**config.mk**
```make
export PLATFORM = sky130hd
export DESIGN_NAME = wwd_top
export DESIGN_NICKNAME = d
export VERILOG_FILES = /design/src/rtl/wwd_pkg.sv /design/src/rtl/wwd_sync.sv /design/src/rtl/wwd_timer.sv /design/src/rtl/wwd_top.sv
export SDC_FILE = /design/constraint.sdc
export NUM_CORES = 1
export LEC_CHECK = 0
export BUFFER_PORTS_ARGS = -buffer_cell sky130_fd_sc_hd__buf_2
export CORE_ASPECT_RATIO = 0.6
export CORE_MARGIN = 1.5
export CORE_UTILIZATION = 40
export DETAILED_ROUTE_END_ITERATION = 7
export GPL_TIMING_DRIVEN = 0
export HOLD_SLACK_MARGIN = 0.03
export SLEW_MARGIN = 5
export SYNTH_ARGS = -nofsm -noshare
export SYNTH_HDL_FRONTEND = slang
export SYNTH_SLANG_ARGS = --single-unit
```
**constraint.sdc**
```tcl
create_clock -name pclk -period 7 [get_ports pclk]
set_input_delay 1.05 -clock pclk [delete_from_list [all_inputs] [get_ports pclk]]
set_output_delay 1.05 -clock pclk [all_outputs]
set_load 0.01 [all_outputs]
```
**src/rtl/wwd_pkg.sv**
```systemverilog
// Constants and types shared by the window watchdog files
package wwd_pkg;

   // ======================================================
   // Clock and timebase
   localparam int  CLK_PERIOD_NS = 50;
   localparam int  TICK_NS       = 1000;
   localparam int  TICK_CYC      = TICK_NS / CLK_PERIOD_NS;
   localparam int  TW            = 27;
   localparam int  RW            = 10;
   localparam int  PW            = 16;
   localparam real TICKS_PER_MS  = 1.0e6 / TICK_NS;

   // Milliseconds to whole timebase ticks
   function automatic logic [TW-1:0] ms_tk(input real ms);
      return TW'(int'(ms * TICKS_PER_MS));
   endfunction

   // ======================================================
   // Times
   localparam real INIT_US      = 381.0;
   localparam real STARTUP_US   = 300.0;
   localparam real SETTLE_US    = 150.0;
   localparam real HOLD_OPEN_MS = 200.0;
   localparam real HOLD_PULL_MS = 10.0;
   localparam int  OV_DEL_US    = 35;
   localparam int  UV_DEL_US    = 17;
   localparam logic [TW-1:0] INIT_TK = ms_tk(INIT_US / 1000.0);
   localparam logic [TW-1:0] STARTUP_TK = ms_tk(STARTUP_US / 1000.0);
   localparam logic [TW-1:0] SETTLE_TK = ms_tk(SETTLE_US / 1000.0);
   localparam logic [TW-1:0] HOLD_OPEN_TK = ms_tk(HOLD_OPEN_MS);
   localparam logic [TW-1:0] HOLD_PULL_TK = ms_tk(HOLD_PULL_MS);
   localparam logic [RW-1:0] OV_DEL_CYC =
      RW'(OV_DEL_US * 1000 / CLK_PERIOD_NS);
   localparam logic [RW-1:0] UV_DEL_CYC =
      RW'(UV_DEL_US * 1000 / CLK_PERIOD_NS);

   // Window bounds, strap open then strap pulled up
   localparam logic [TW-1:0] LO_OPEN_00 = ms_tk(22.5);
   localparam logic [TW-1:0] LO_OPEN_01 = ms_tk(1.85);
   localparam logic [TW-1:0] LO_OPEN_11 = ms_tk(800.0);
   localparam logic [TW-1:0] UP_OPEN_00 = ms_tk(55.0);
   localparam logic [TW-1:0] UP_OPEN_01 = ms_tk(27.5);
   localparam logic [TW-1:0] UP_OPEN_11 = ms_tk(1600.0);
   localparam logic [TW-1:0] LO_PULL_00 = ms_tk(9.0);
   localparam logic [TW-1:0] LO_PULL_01 = ms_tk(9.0);
   localparam logic [TW-1:0] LO_PULL_11 = ms_tk(1.85);
   localparam logic [TW-1:0] UP_PULL_00 = ms_tk(109.0);
   localparam logic [TW-1:0] UP_PULL_01 = ms_tk(195.0);
   localparam logic [TW-1:0] UP_PULL_11 = ms_tk(11.0);

   // Ratio shifts for capacitor timing
   localparam int SH_EIGHTH  = 3;
   localparam int SH_HALF    = 1;
   localparam int SH_QUARTER = 2;

   // ======================================================
   // Register map
   localparam int              AW            = 8;
   localparam logic [AW-1:0]   ADDR_STATUS   = 8'h00;
   localparam logic [AW-1:0]   ADDR_CAP_WIN  = 8'h04;
   localparam logic [AW-1:0]   ADDR_CAP_HOLD = 8'h08;
   localparam logic [TW-1:0]   CAP_WIN_RST   = ms_tk(62.74);
   localparam logic [TW-1:0]   CAP_HOLD_RST  = ms_tk(0.703);
   localparam int ST_RESET_BIT = 0;
   localparam int ST_FAULT_BIT = 1;
   localparam int ST_WDEN_BIT  = 2;
   localparam int ST_RS_LSB    = 4;
   localparam int ST_WD_LSB    = 8;
   localparam int ST_CFG_LSB   = 12;
   localparam int ST_SEL_LSB   = 16;

   // ======================================================
   // Types
   typedef enum logic [1:0] {
      SEL_1_8 = 2'b00,
      SEL_3_4 = 2'b01,
      SEL_OFF = 2'b10,
      SEL_1_2 = 2'b11
   } wwd_sel_t;

   typedef enum logic [1:0] {
      STRAP_OPEN = 2'b00,
      STRAP_PULL = 2'b01,
      STRAP_CAP  = 2'b10
   } wwd_strap_t;

   typedef enum logic [2:0] {
      RS_POWERUP = 3'b000,
      RS_FAULT   = 3'b001,
      RS_EVAL    = 3'b011,
      RS_HOLD    = 3'b010,
      RS_RUN     = 3'b110
   } wwd_rs_t;

   typedef enum logic [2:0] {
      WD_OFF    = 3'b000,
      WD_SETTLE = 3'b001,
      WD_CLOSED = 3'b011,
      WD_OPEN   = 3'b010,
      WD_TRIP   = 3'b110
   } wwd_wd_t;

   typedef struct packed {
      logic [1:0] wd;
      logic [1:0] rst;
   } wwd_cfg_t;

   typedef struct packed {
      logic       supply_ok;
      logic       rail_over;
      logic       rail_under;
      logic       sel_lo;
      logic       sel_hi;
      logic       kick;
      logic       reset_rb;
      logic       fault_rb;
      logic [1:0] wd_strap;
      logic [1:0] rst_strap;
   } wwd_pins_t;

   localparam int PIN_W = $bits(wwd_pins_t);

endpackage

```
**src/rtl/wwd_sync.sv**
```systemverilog
// Three-flop pin synchroniser with agreement filter
`timescale 1ns/1ns
`default_nettype none

module wwd_sync #(
   parameter int W = 1
)
(
   input  wire logic         clk,
   input  wire logic         rst_n,
   input  wire logic [W-1:0] d,
   output logic [W-1:0]      q
);

   // ======================================================
   // Stages
   logic [W-1:0] s1;
   logic [W-1:0] s2;
   logic [W-1:0] s3;

   // First stage feeds only the second; a bit moves once two agree
   always_ff @(posedge clk or negedge rst_n)
   begin
      if (!rst_n)
      begin
         s1 <= '0;
         s2 <= '0;
         s3 <= '0;
         q  <= '0;
      end
      else
      begin
         s1 <= d;
         s2 <= s1;
         s3 <= s2;
         q  <= (s3 & ~(s2 ^ s3)) | (q & (s2 ^ s3));
      end
   end

endmodule
`default_nettype wire

```
**src/rtl/wwd_timer.sv**
```systemverilog
// Saturating counter of timebase ticks
`timescale 1ns/1ns
`default_nettype none

module wwd_timer #(
   parameter int W = 8
)
(
   input  wire logic         clk,
   input  wire logic         rst_n,
   input  wire logic         clear,
   input  wire logic         tick,
   output logic [W-1:0]      count
);

   // ======================================================
   // Counter
   // Restart on clear, otherwise count ticks and stop at the top
   always_ff @(posedge clk or negedge rst_n)
   begin
      if (!rst_n)
         count <= '0;
      else if (clear)
         count <= '0;
      else if (tick && count != '1)
         count <= count + 1'b1;
   end

endmodule
`default_nettype wire

```
**src/rtl/wwd_top.sv**
```systemverilog
// Window watchdog and reset timing core with APB access
`timescale 1ns/1ns
`default_nettype none

// What this block does
// [RQ1] Strap pins are evaluated for 381 us before their setting is used
// [RQ2] Host spaces window select changes at least 500 us apart
// [RQ3] Host holds a new window select level 1 us before use
// [RQ4] Outputs follow the rail only after supply is good for 300 us
// [RQ5] Reset hold is 200 ms with delay strap open, 10 ms pulled up
// [RQ6] Reset reacts to overvoltage after 35 us, undervoltage after 17 us
// [RQ7] Capacitor timing uses ratios 1/8, 1/2 and 3/4 by select code
// [RQ8] With ratio 3/4 the open window may be empty
// [RQ9] Select code 10 disables the watchdog whatever the strap
// [RQ10] Lower bounds per select code and timing strap, from the table
// [RQ11] Upper bounds per select code and timing strap, from the table
// [RQ12] Kicks are ignored for 150 us after the watchdog is enabled
// [RQ13] Host drives each kick pulse for at least 50 ns; the filter only passes a low level that spans two clocks (100 ns)
// [RQ14] Reset is driven low whenever the supply is below lockout level
// [RQ15] Behaviour below the power-on supply level is not modelled
// [RQ16] A falling kick edge must land inside the window, else timeout
// [RQ17] Timeout drives fault low for hold time, only while reset is high
// [RQ18] Kicks are ignored while reset or fault is low, or when disabled
// [RQ19] Rail back in range starts the hold count, then reset releases; the code runs the 381 us strap evaluation before the hold
// [RQ20] Strap setting latched after evaluation; times from a prescaler
module wwd_top
   import wwd_pkg::*;
#(
   parameter int TICK_CYCLES = TICK_CYC
)
(
   input  wire logic          pclk,
   input  wire logic          presetn,
   input  wire logic [AW-1:0] paddr,
   input  wire logic          psel,
   input  wire logic          penable,
   input  wire logic          pwrite,
   input  wire logic [31:0]   pwdata,
   output logic [31:0]        prdata,
   output logic               pready,
   output logic               pslverr,
   input  wire logic          supply_ok,
   input  wire logic          rail_over,
   input  wire logic          rail_under,
   input  wire logic          window_select_lo,
   input  wire logic          window_select_hi,
   input  wire logic          kick_input,
   input  wire logic [1:0]    watchdog_timing_strap,
   input  wire logic [1:0]    reset_delay_strap,
   input  wire logic          reset_out_n_i,
   output logic               reset_out_n_o,
   output logic               reset_out_n_oe,
   input  wire logic          watchdog_fault_out_n_i,
   output logic               watchdog_fault_out_n_o,
   output logic               watchdog_fault_out_n_oe
);

   // ======================================================
   // Pin synchronisers
   wwd_pins_t         pins_raw;
   logic [PIN_W-1:0]  pins_vec;
   wwd_pins_t         p;

   // A kick low level must span two clocks to pass the filter
   assign pins_raw = {supply_ok, rail_over, rail_under, window_select_lo,
                      window_select_hi, kick_input, reset_out_n_i,
                      watchdog_fault_out_n_i, watchdog_timing_strap,
                      reset_delay_strap}; // RQ13
   assign p = wwd_pins_t'(pins_vec);

   wwd_sync #(
      .W(PIN_W)
   ) u_sync (
      .clk   (pclk),
      .rst_n (presetn),
      .d     (pins_raw),
      .q     (pins_vec)
   );

   // ======================================================
   // Timebase
   logic [PW-1:0] pre_cnt;
   logic          tick;

   // One tick per microsecond
   always_ff @(posedge pclk or negedge presetn)
   begin
      if (!presetn)
      begin
         pre_cnt <= '0;
         tick    <= 1'b0;
      end
      else if (pre_cnt == PW'(TICK_CYCLES - 1))
      begin
         pre_cnt <= '0;
         tick    <= 1'b1; // RQ20
      end
      else
      begin
         pre_cnt <= pre_cnt + 1'b1;
         tick    <= 1'b0;
      end
   end

   // ======================================================
   // Rail fault filter
   logic [RW-1:0] rail_cnt;
   logic          rail_bad;
   logic          rail_trip;

   assign rail_bad  = p.rail_over | p.rail_under;
   assign rail_trip = p.rail_over ? (rail_cnt >= OV_DEL_CYC)
                                  : (rail_cnt >= UV_DEL_CYC); // RQ6

   // Count clocks while the rail stays out of range
   always_ff @(posedge pclk or negedge presetn)
   begin
      if (!presetn)
         rail_cnt <= '0;
      else if (!rail_bad)
         rail_cnt <= '0;
      else if (!rail_trip)
         rail_cnt <= rail_cnt + 1'b1;
   end

   // ======================================================
   // Software registers
   logic [TW-1:0] cap_win;
   logic [TW-1:0] cap_hold;
   logic          wr_en;

   // Capacitor-strap window and hold times in ticks
   always_ff @(posedge pclk or negedge presetn)
   begin
      if (!presetn)
      begin
         cap_win  <= CAP_WIN_RST;
         cap_hold <= CAP_HOLD_RST;
      end
      else if (wr_en && paddr == ADDR_CAP_WIN)
         cap_win <= pwdata[TW-1:0];
      else if (wr_en && paddr == ADDR_CAP_HOLD)
         cap_hold <= pwdata[TW-1:0];
   end

   // ======================================================
   // Configuration
   wwd_rs_t       rs_state;
   wwd_rs_t       next_rs_state;
   wwd_cfg_t      cfg;
   wwd_sel_t      live_sel;
   wwd_sel_t      run_sel;
   logic          wd_en;
   logic [TW-1:0] hold_tk;
   logic [TW-1:0] win_lo;
   logic [TW-1:0] win_up;

   assign live_sel = wwd_sel_t'({p.sel_lo, p.sel_hi});
   assign wd_en    = (live_sel != SEL_OFF); // RQ9

   // Strap setting caught when evaluation completes
   always_ff @(posedge pclk or negedge presetn)
   begin
      if (!presetn)
         cfg <= '0;
      else if (rs_state == RS_EVAL && next_rs_state == RS_HOLD)
         cfg <= {p.wd_strap, p.rst_strap}; // RQ1 RQ20
   end

   // Select code follows the pins only in reset or while watchdog is off
   always_ff @(posedge pclk or negedge presetn)
   begin
      if (!presetn)
         run_sel <= SEL_OFF;
      else if (rs_state != RS_RUN || wd_state == WD_OFF)
         run_sel <= live_sel; // RQ2 RQ3
   end

   // Reset hold time from the delay strap
   always_comb
   begin
      case (cfg.rst)
         STRAP_OPEN: hold_tk = HOLD_OPEN_TK; // RQ5
         STRAP_PULL: hold_tk = HOLD_PULL_TK; // RQ5
         default:    hold_tk = cap_hold;
      endcase
   end

   // Window bounds from timing strap and select code
   always_comb
   begin
      win_lo = '0;
      win_up = cap_win;
      case ({cfg.wd, run_sel})
         {STRAP_OPEN, SEL_1_8}:
         begin
            win_lo = LO_OPEN_00; // RQ10
            win_up = UP_OPEN_00; // RQ11
         end
         {STRAP_OPEN, SEL_3_4}:
         begin
            win_lo = LO_OPEN_01; // RQ10
            win_up = UP_OPEN_01; // RQ11
         end
         {STRAP_OPEN, SEL_1_2}:
         begin
            win_lo = LO_OPEN_11; // RQ10
            win_up = UP_OPEN_11; // RQ11
         end
         {STRAP_PULL, SEL_1_8}:
         begin
            win_lo = LO_PULL_00; // RQ10
            win_up = UP_PULL_00; // RQ11
         end
         {STRAP_PULL, SEL_3_4}:
         begin
            win_lo = LO_PULL_01; // RQ10
            win_up = UP_PULL_01; // RQ11
         end
         {STRAP_PULL, SEL_1_2}:
         begin
            win_lo = LO_PULL_11; // RQ10
            win_up = UP_PULL_11; // RQ11
         end
         default:
         begin
            case (run_sel)
               SEL_1_8: win_lo = cap_win >> SH_EIGHTH; // RQ7
               SEL_1_2: win_lo = cap_win >> SH_HALF; // RQ7
               default: win_lo = cap_win - (cap_win >> SH_QUARTER); // RQ7 RQ8
            endcase
         end
      endcase
   end

   // ======================================================
   // Reset sequencer
   logic [TW-1:0] rs_cnt;
   logic          rs_clear;

   assign rs_clear = (next_rs_state != rs_state) || !p.supply_ok;

   wwd_timer #(
      .W(TW)
   ) u_rs_timer (
      .clk   (pclk),
      .rst_n (presetn),
      .clear (rs_clear),
      .tick  (tick),
      .count (rs_cnt)
   );

   // Power-up, out of range, strap evaluation, hold, running
   always_comb
   begin
      next_rs_state = rs_state;
      if (!p.supply_ok)
         next_rs_state = RS_POWERUP; // RQ14 RQ15
      else
         case (rs_state)
            RS_POWERUP:
               if (rs_cnt > STARTUP_TK)
                  next_rs_state = RS_FAULT; // RQ4
            RS_FAULT:
               if (!rail_bad)
                  next_rs_state = RS_EVAL; // RQ19
            RS_EVAL:
               if (rail_bad)
                  next_rs_state = RS_FAULT;
               else if (rs_cnt > INIT_TK)
                  next_rs_state = RS_HOLD; // RQ1
            RS_HOLD:
               if (rail_bad)
                  next_rs_state = RS_FAULT;
               else if (rs_cnt >= hold_tk)
                  next_rs_state = RS_RUN; // RQ19 RQ5
            RS_RUN:
               if (rail_trip)
                  next_rs_state = RS_FAULT; // RQ6
            default:
               next_rs_state = RS_POWERUP;
         endcase
   end

   always_ff @(posedge pclk or negedge presetn)
   begin
      if (!presetn)
         rs_state <= RS_POWERUP;
      else
         rs_state <= next_rs_state;
   end

   // ======================================================
   // Watchdog sequencer
   wwd_wd_t       wd_state;
   wwd_wd_t       next_wd_state;
   logic [TW-1:0] wd_cnt;
   logic          wd_clear;
   logic          kick_prev;
   logic          kick_fall;
   logic          kick_ok;

   // Falling kick edge counts only with both output pins high
   assign kick_fall = kick_prev & ~p.kick;
   assign kick_ok   = kick_fall & p.reset_rb & p.fault_rb; // RQ18

   // Window time keeps running from closed into open
   assign wd_clear = (next_wd_state != wd_state)
                     && !(wd_state == WD_CLOSED && next_wd_state == WD_OPEN);

   always_ff @(posedge pclk or negedge presetn)
   begin
      if (!presetn)
         kick_prev <= 1'b0;
      else
         kick_prev <= p.kick;
   end

   wwd_timer #(
      .W(TW)
   ) u_wd_timer (
      .clk   (pclk),
      .rst_n (presetn),
      .clear (wd_clear),
      .tick  (tick),
      .count (wd_cnt)
   );

   // Off, settling, window closed, window open, fault hold
   always_comb
   begin
      next_wd_state = wd_state;
      if (next_rs_state != RS_RUN || !wd_en)
         next_wd_state = WD_OFF; // RQ9 RQ17 RQ18
      else
         case (wd_state)
            WD_OFF:
               next_wd_state = WD_SETTLE;
            WD_SETTLE:
               if (wd_cnt > SETTLE_TK)
                  next_wd_state = WD_CLOSED; // RQ12
            WD_CLOSED:
               if (kick_ok)
                  next_wd_state = WD_TRIP; // RQ16
               else if (wd_cnt > win_lo)
                  next_wd_state = WD_OPEN; // RQ16
            WD_OPEN:
               if (kick_ok)
                  next_wd_state = WD_CLOSED; // RQ16
               else if (wd_cnt >= win_up)
                  next_wd_state = WD_TRIP; // RQ16
            WD_TRIP:
               if (wd_cnt >= hold_tk)
                  next_wd_state = WD_CLOSED; // RQ17
            default:
               next_wd_state = WD_OFF;
         endcase
   end

   always_ff @(posedge pclk or negedge presetn)
   begin
      if (!presetn)
         wd_state <= WD_OFF;
      else
         wd_state <= next_wd_state;
   end

   // ======================================================
   // Output pins
   // Open-drain pins: enable high pulls the line low
   always_ff @(posedge pclk or negedge presetn)
   begin
      if (!presetn)
      begin
         reset_out_n_o           <= 1'b0;
         reset_out_n_oe          <= 1'b1;
         watchdog_fault_out_n_o  <= 1'b0;
         watchdog_fault_out_n_oe <= 1'b0;
      end
      else
      begin
         reset_out_n_o           <= 1'b0;
         reset_out_n_oe          <= (next_rs_state != RS_RUN); // RQ19
         watchdog_fault_out_n_o  <= 1'b0;
         watchdog_fault_out_n_oe <= (next_wd_state == WD_TRIP); // RQ17
      end
   end

   // ======================================================
   // APB slave
   logic        setup;
   logic        hit;
   logic [31:0] rd_val;
   logic [31:0] status;

   assign setup = psel & ~penable;
   assign wr_en = psel & penable & pready & pwrite & ~pslverr;

   // Status word shows pins and both sequencers
   always_comb
   begin
      status = '0;
      status[ST_RESET_BIT] = reset_out_n_oe;
      status[ST_FAULT_BIT] = watchdog_fault_out_n_oe;
      status[ST_WDEN_BIT]  = wd_en;
      status[ST_RS_LSB +: $bits(wwd_rs_t)]   = rs_state;
      status[ST_WD_LSB +: $bits(wwd_wd_t)]   = wd_state;
      status[ST_CFG_LSB +: $bits(wwd_cfg_t)] = cfg;
      status[ST_SEL_LSB +: $bits(wwd_sel_t)] = run_sel;
   end

   // Address decode, unmapped words answer with an error
   always_comb
   begin
      hit    = 1'b1;
      rd_val = '0;
      case (paddr)
         ADDR_STATUS:   rd_val = status;
         ADDR_CAP_WIN:  rd_val = 32'(cap_win);
         ADDR_CAP_HOLD: rd_val = 32'(cap_hold);
         default:       hit = 1'b0;
      endcase
   end

   // Answer in the first access cycle
   always_ff @(posedge pclk or negedge presetn)
   begin
      if (!presetn)
      begin
         pready  <= 1'b0;
         pslverr <= 1'b0;
         prdata  <= '0;
      end
      else
      begin
         pready  <= setup;
         pslverr <= setup & ~hit;
         prdata  <= (setup && !pwrite) ? rd_val : 32'h0000_0000;
      end
   end
endmodule
`default_nettype wire

```
-- Word level (Yosys, flattened, before mapping)
Cells that the tools add are included.
- memories kept: 0
- memory bits (read-only): 0
- bits in writable memories: 0
- output and inout bits: 38
- flip-flop bits (word level): 232
- bits in latches: 0
- bits of input ports: 57
- shift-type cells: 0
- bitwise logic cells: 20
- multiply operators: 0
- mux-type cells: 33
- add/subtract/negate cells: 5
- equality and inequality tests: 29
- order comparisons: 9
- div/mod/pow operators: 0
- reduce and logical (&&, ||, !) cells: 27
- operators with widths (kind ; number):
    $pmux 27 s6 ; 1
    $mux 27 ; 4
    $pmux 27 s2 ; 2
    $pmux 27 s4 ; 1
    $ge 27x27->1 ; 3
    $pmux 27 s3 ; 1
    $add 27x1->27 const B ; 2
    $gt 27x9->1 const B ; 2
    $ne 27x27->1 const B ; 2
    $mux 3 ; 15
    $mux 32 ; 1
    $pmux 3 s5 ; 2
    $gt 27x27->1 ; 1
    $gt 27x8->1 const B ; 1
    $sub 27x25->27 ; 1
    $and 12x12->12 ; 2
    $mux 10 ; 2
    $eq 3x2->1 const B ; 6
    $add 16x1->16 const B ; 1
    $eq 16x5->1 const B ; 1
    $mux 16 ; 1
    $eq 4x3->1 const B ; 3
    $not 12->12 ; 1
    $or 12x12->12 ; 1
    30 further kinds ; 66

-- Depth between registers and ports, before layout
- word-level depth: 15
- mapped depth: 22
- gate-level depth less buffers: 21

-- Hierarchy
Synthesis repeated with hierarchy kept, for this count alone.
- cells, all modules: 1561
- area, all modules: 14687.8 um^2
- by module, submodules not included (module ; area an instance (um^2) ; cells each ; times used):
    wwd_top ; 10296.1 ; 1183 ; 1
    wwd_timer ; 1527.7 ; 159 ; 2
    wwd_sync ; 1336.3 ; 60 ; 1

-- Worst setup path before layout
No wires, ideal clock.
- kind: reg2reg
- start: register cap_win[2]
- end: register u_wd_timer.count[10]
- setup slack: 1956 ps
- data required time: 6872 ps
- setup time: 128 ps
- data arrival time: 4916 ps
- buffers on the path: 1
- cell stages (with the launch flop): 22
- period minus slack after synthesis: 5044 ps
- cell sequence: dfstp_2 ha_1 inv_1 fa_1 a211oi_1 o21ai_0 a2111oi_0 nor2_1 a311o_1 a31oi_1 o21ai_0 mux2_2 ha_1 nand3_1 nor3_1 o21ai_0 o2111a_1 a31o_2 a22o_1 o2111ai_4 buf_2 a21oi_2
- cells in the longest elaborated chain, start to end: 13
- elaborated cells on any way between the ends: 19
- those cells by class: add/sub (1); order compare (2); eq/ne (2); mux (10); reduce/logical (4)
- ends and longest elaborated chain (element ; RTL line ; source):
    start: declaration ; wwd_top.sv:128 ; logic [TW-1:0] cap_win;
    start signal: assignment ; wwd_top.sv:141 ; cap_win <= pwdata[TW-1:0];
    $sub 27x25->27 ; wwd_top.sv:230 ; default: win_lo = cap_win - (cap_win >> SH_QUARTER);
    $pmux 27 s2 ; wwd_top.sv:227 ; case (run_sel)
    $pmux 27 s4 ; wwd_top.sv:194 ; case ({cfg.wd, run_sel})
    $gt 27x27->1 ; wwd_top.sv:345 ; else if (wd_cnt > win_lo)
    $mux 3 ; wwd_top.sv:345 ;
    $mux 3 ; wwd_top.sv:343 ; if (kick_ok)
    $pmux 3 s5 * ; wwd_top.sv:336 ; case (wd_state)
    $mux 3 * ; wwd_top.sv:333 ; if (next_rs_state != RS_RUN || !wd_en)
    $eq 3x2->1 ; wwd_top.sv:309 ; && !(wd_state == WD_CLOSED && next_wd_state == WD_OPEN);
    $logic_and 1x1->1 ; wwd_top.sv:309 ;
    $logic_not 1->1 ; wwd_top.sv:309 ;
    $logic_and 1x1->1 * ; wwd_top.sv:309 ;
    $mux 27 / $reduce_bool 2->1 (equally long branches) ; n/a ;
    end signal: assignment ; wwd_timer.sv:26 ; count <= count + 1'b1;
    end: declaration ; wwd_timer.sv:13 ; output logic [W-1:0] count
Mark *: on every way between the ends. The rest lies on a longest branch, timed or not.
A chain may end at the register's enable or synchronous reset.

-- Worst setup path in the final report
- start: register cap_win[2]
- end: register u_wd_timer.count[23]
The elaborated chain is that of the path after synthesis.

==> impl_metrics.toml <==
[status]
status = "finished, violations left"
failed_checks = "design-rule violations"

[place]
placed_cell_area_um2 = 15500
gp_congestion = 0.959
preCtsSetupSlack_ns = 0.906
numPlacedInstances = 2095
detailedPlacementHpwl_um = 34900
buffer_ports.inserted = 82

[sta]
maxSlewHeadroom_pct = 31.2
tightestPinTransition_ns = 1.03
final_period_minus_worst_setup_slack_ns = 6.29
final_skew_ns = 0.0157
rsz0062_at_grt = "no"
timing.fmax_mhz = 159
totalNegativeSetupSlack_ns = 0
setup_violations_final = 0
timing.final.max_slew_violations = 0
period_share_pct = 89.9
final-hold-violation-count = 0
final_critical_path_setup_slack_ns = 0.708
whs_ns = 0.335

[worst_setup_path]
critical_path_required_ns = 7.42
end_kind = "flip-flop"
cp-start-kind = "flip-flop"
critical_path_class = "reg2reg"
worst-endpoint-arrival_ns = 6.71
worst-r2r-cell-count = 21
worstPathMaxFanout = 10

[clocking]
clockRootBuffer = "clkbuf_16"
cts_tree = "yes"
total_cts_buffers = 24
worst_setup_hold_path_clk_slew_ns = 0.07
cts_htree_levels = 1
cts_resized = 0
insertion_delay_ns = 0.55
cts_hold_buffers = 0
post-cts-setup-buffers = 0
cts.path.max_buffers = 3
clock_sinks = 227

[min_path]
hold_path.class = "reg2reg"
worst_hold_path_depth = 0

[synth]
synthesis.area_um2 = 14400
leading_cell_types_by_total_area_after_synthesis = "dfrtp_1 (36%), ha_1 (13%), nor2_1 (3.8%), a21oi_1 (3.5%), nand2_1 (3.5%)"
synth-main-ff-cell = "dfrtp_1"
number_of_enable_type_register_cells_in_the_synthesized_netlist = 0
post-synth-top-count-cell = "dfrtp_1"
yosys.area.top_type = "dfrtp_1"
postSynth.asyncResetShare_pct = 100
per_instance_average_area_after_synthesis_um2 = 9.35
yosysWarnings = 0
netlist.area_leader.share_pct = 36.4
ys_ff_latch = 227
synth_sequential_area_ratio_pct = 39.7
ys_types = 73
count_of_mapped_cells_out_of_synthesis = 1538
synth.top_cells.by_count = "dfrtp_1 (209), ha_1 (144), nor2_1 (144), nand2_1 (134), a21oi_1 (101)"

[layout]
drive_gt1_share_pct = 13.8
final_cell_count_no_fill = 2139
design.final.nets = 1856
antenna-diode-count = 0
layout-area-overhead-vs-synth_pct = 13.6
post-route-cell-area_um2 = 16300

[drt]
finalWirelength_um = 45300
vias = 12518
final_antenna_net_count = 0
dr.pass1.iters = 8
drt-initial-drc-count = 1748
drt_drc_violations_left = 5
via_per_inst = 5.85
wl_per_cell_um = 21.2

[power]
leakagePower_uw = 0.00749
power_per_cell_area_nw_per_um2 = 194
irDropWorstVdd_uv = 242

[grt]
wire_length_of_the_first_global_routing_pass_um = 69300
grt_overflow = 0
antenna_found_initial = 0
pin_count_of_the_biggest_net_entering_global_routing = 82
vias_in_the_first_global_route = 11440
groute.usage.overall_pct = 24.5

[floorplanning]
start_util_pct = 40.8
placementRows = 53
pin_count = 95
dieWidth_um = 248
dieHeight_um = 150
die_area_um2 = 37100
floorplan.core_area_um2 = 35200

[run]
max-cap-violations = 0
==> kinds of logic after synthesis <==
logic type / share of synthesized area [%]
simple gates: 16.7
compound gates: 17.8
flops: 39.7
fa+ha+maj: 13.5
buf+inv: 4.00
xor+xnor: 5.36
mux: 2.92
other cells: 0.0261
==> critical path, cell delays in order, from the launching register on <==
cell,delay (ns)
dfstp_2,0.65
ha_1,0.21
inv_1,0.07
fa_1,0.43
a211oi_1,0.36
o21ai_0,0.25
a2111oi_0,0.52
nor2_1,0.26
a311o_1,0.36
a31oi_1,0.23
o21ai_0,0.12
mux2_2,0.31
ha_1,0.30
nand3_1,0.09
nor3_1,0.32
nand3_1,0.20
o21ai_0,0.31
a31o_2,0.20
nor4_1,0.06
mux2i_2,0.55
buf_6,0.26
a21oi_2,0.07
==> path summary, 6_finish.rpt <==
kind	from	endpoint	slack (ns)
max in group asynchronous	presetn	cap_win[15]$_DFFE_PN1P_	5.29
max reg2reg	cap_win[2]$_DFFE_PN1P_	u_wd_timer.count[23]$_DFFE_PN0P_	0.71
max	cap_win[2]$_DFFE_PN1P_	u_wd_timer.count[23]$_DFFE_PN0P_	0.71
min reg2reg	u_sync.s1[0]$_DFF_PN0_	u_sync.s2[0]$_DFF_PN0_	0.34
min in group asynchronous	presetn	u_sync.s2[4]$_DFF_PN0_	0.47
min	u_sync.s1[0]$_DFF_PN0_	u_sync.s2[0]$_DFF_PN0_	0.34
==> per-layer routing <==
layer,routed length (µm),vias to the layer above,global-route usage [%]
li1,-,5813,-
met1,22800,6080,40.3
met2,16900,586,31.0
met3,4880,39,6.60
met4,609,0,3.73
met5,0,-,0
==> where the power goes <==
group          total [µW]  switching, µW  internal, µW
registers            1370           28.3          1340
clock network        1410            578           835
logic                 387            250           137
total                3170            857          2320
==> registers in the layout (all words and copies together) (netlist names), named ones only <==
signal,flops
cap_hold,27
cap_win,27
prdata,27
u_rs_timer.count,27
u_wd_timer.count,27
pre_cnt,16
u_sync.s1,12
u_sync.s2,12
u_sync.s3,12
rail_cnt,10
cfg,4
rs_state,3
wd_state,3
run_sel,2
kick_prev,1
pready,1
pslverr,1
reset_out_n_oe,1
tick,1
watchdog_fault_out_n_oe,1
==> placed cells by master, fill, tap and decap left out, types with 24 or more instances in the layout <==
cell,netlist,layout
a21oi_1,101,101
a22oi_1,26,26
buf_2,4,85
clkbuf_1,51,52
clkbuf_16,0,24
dfrtp_1,209,209
ha_1,144,144
inv_1,72,72
mux2_2,36,36
nand2_1,134,134
nand3_1,47,47
nand4_1,33,33
nor2_1,144,144
nor3_1,29,29
o21ai_0,91,91
xnor2_1,50,50
xor2_1,38,38
==> per-stage QoR <==
stage	util, %	total power (µW)
3_3_place_gp	43.7	1760
5_1_grt	46.4	3300
6_report	46.4	3170
4_1_cts	46.4	3200
3_5_place_dp	43.9	1770
2_1_floorplan	-	1620
==> cell type report <==
class / count / area (µm²)
Clock inverter: 14 / 199
Tap cell: 467 / 584
Inverter: 72 / 270
Clock buffer: 30 / 673
Multi-Input combinational cell: 1178 / 8120
Fill cell: 3385 / 18900
Sequential cell: 227 / 5700
Timing Repair Buffer: 84 / 475
Buffer: 67 / 305
(Power assumes the default switching activity.)
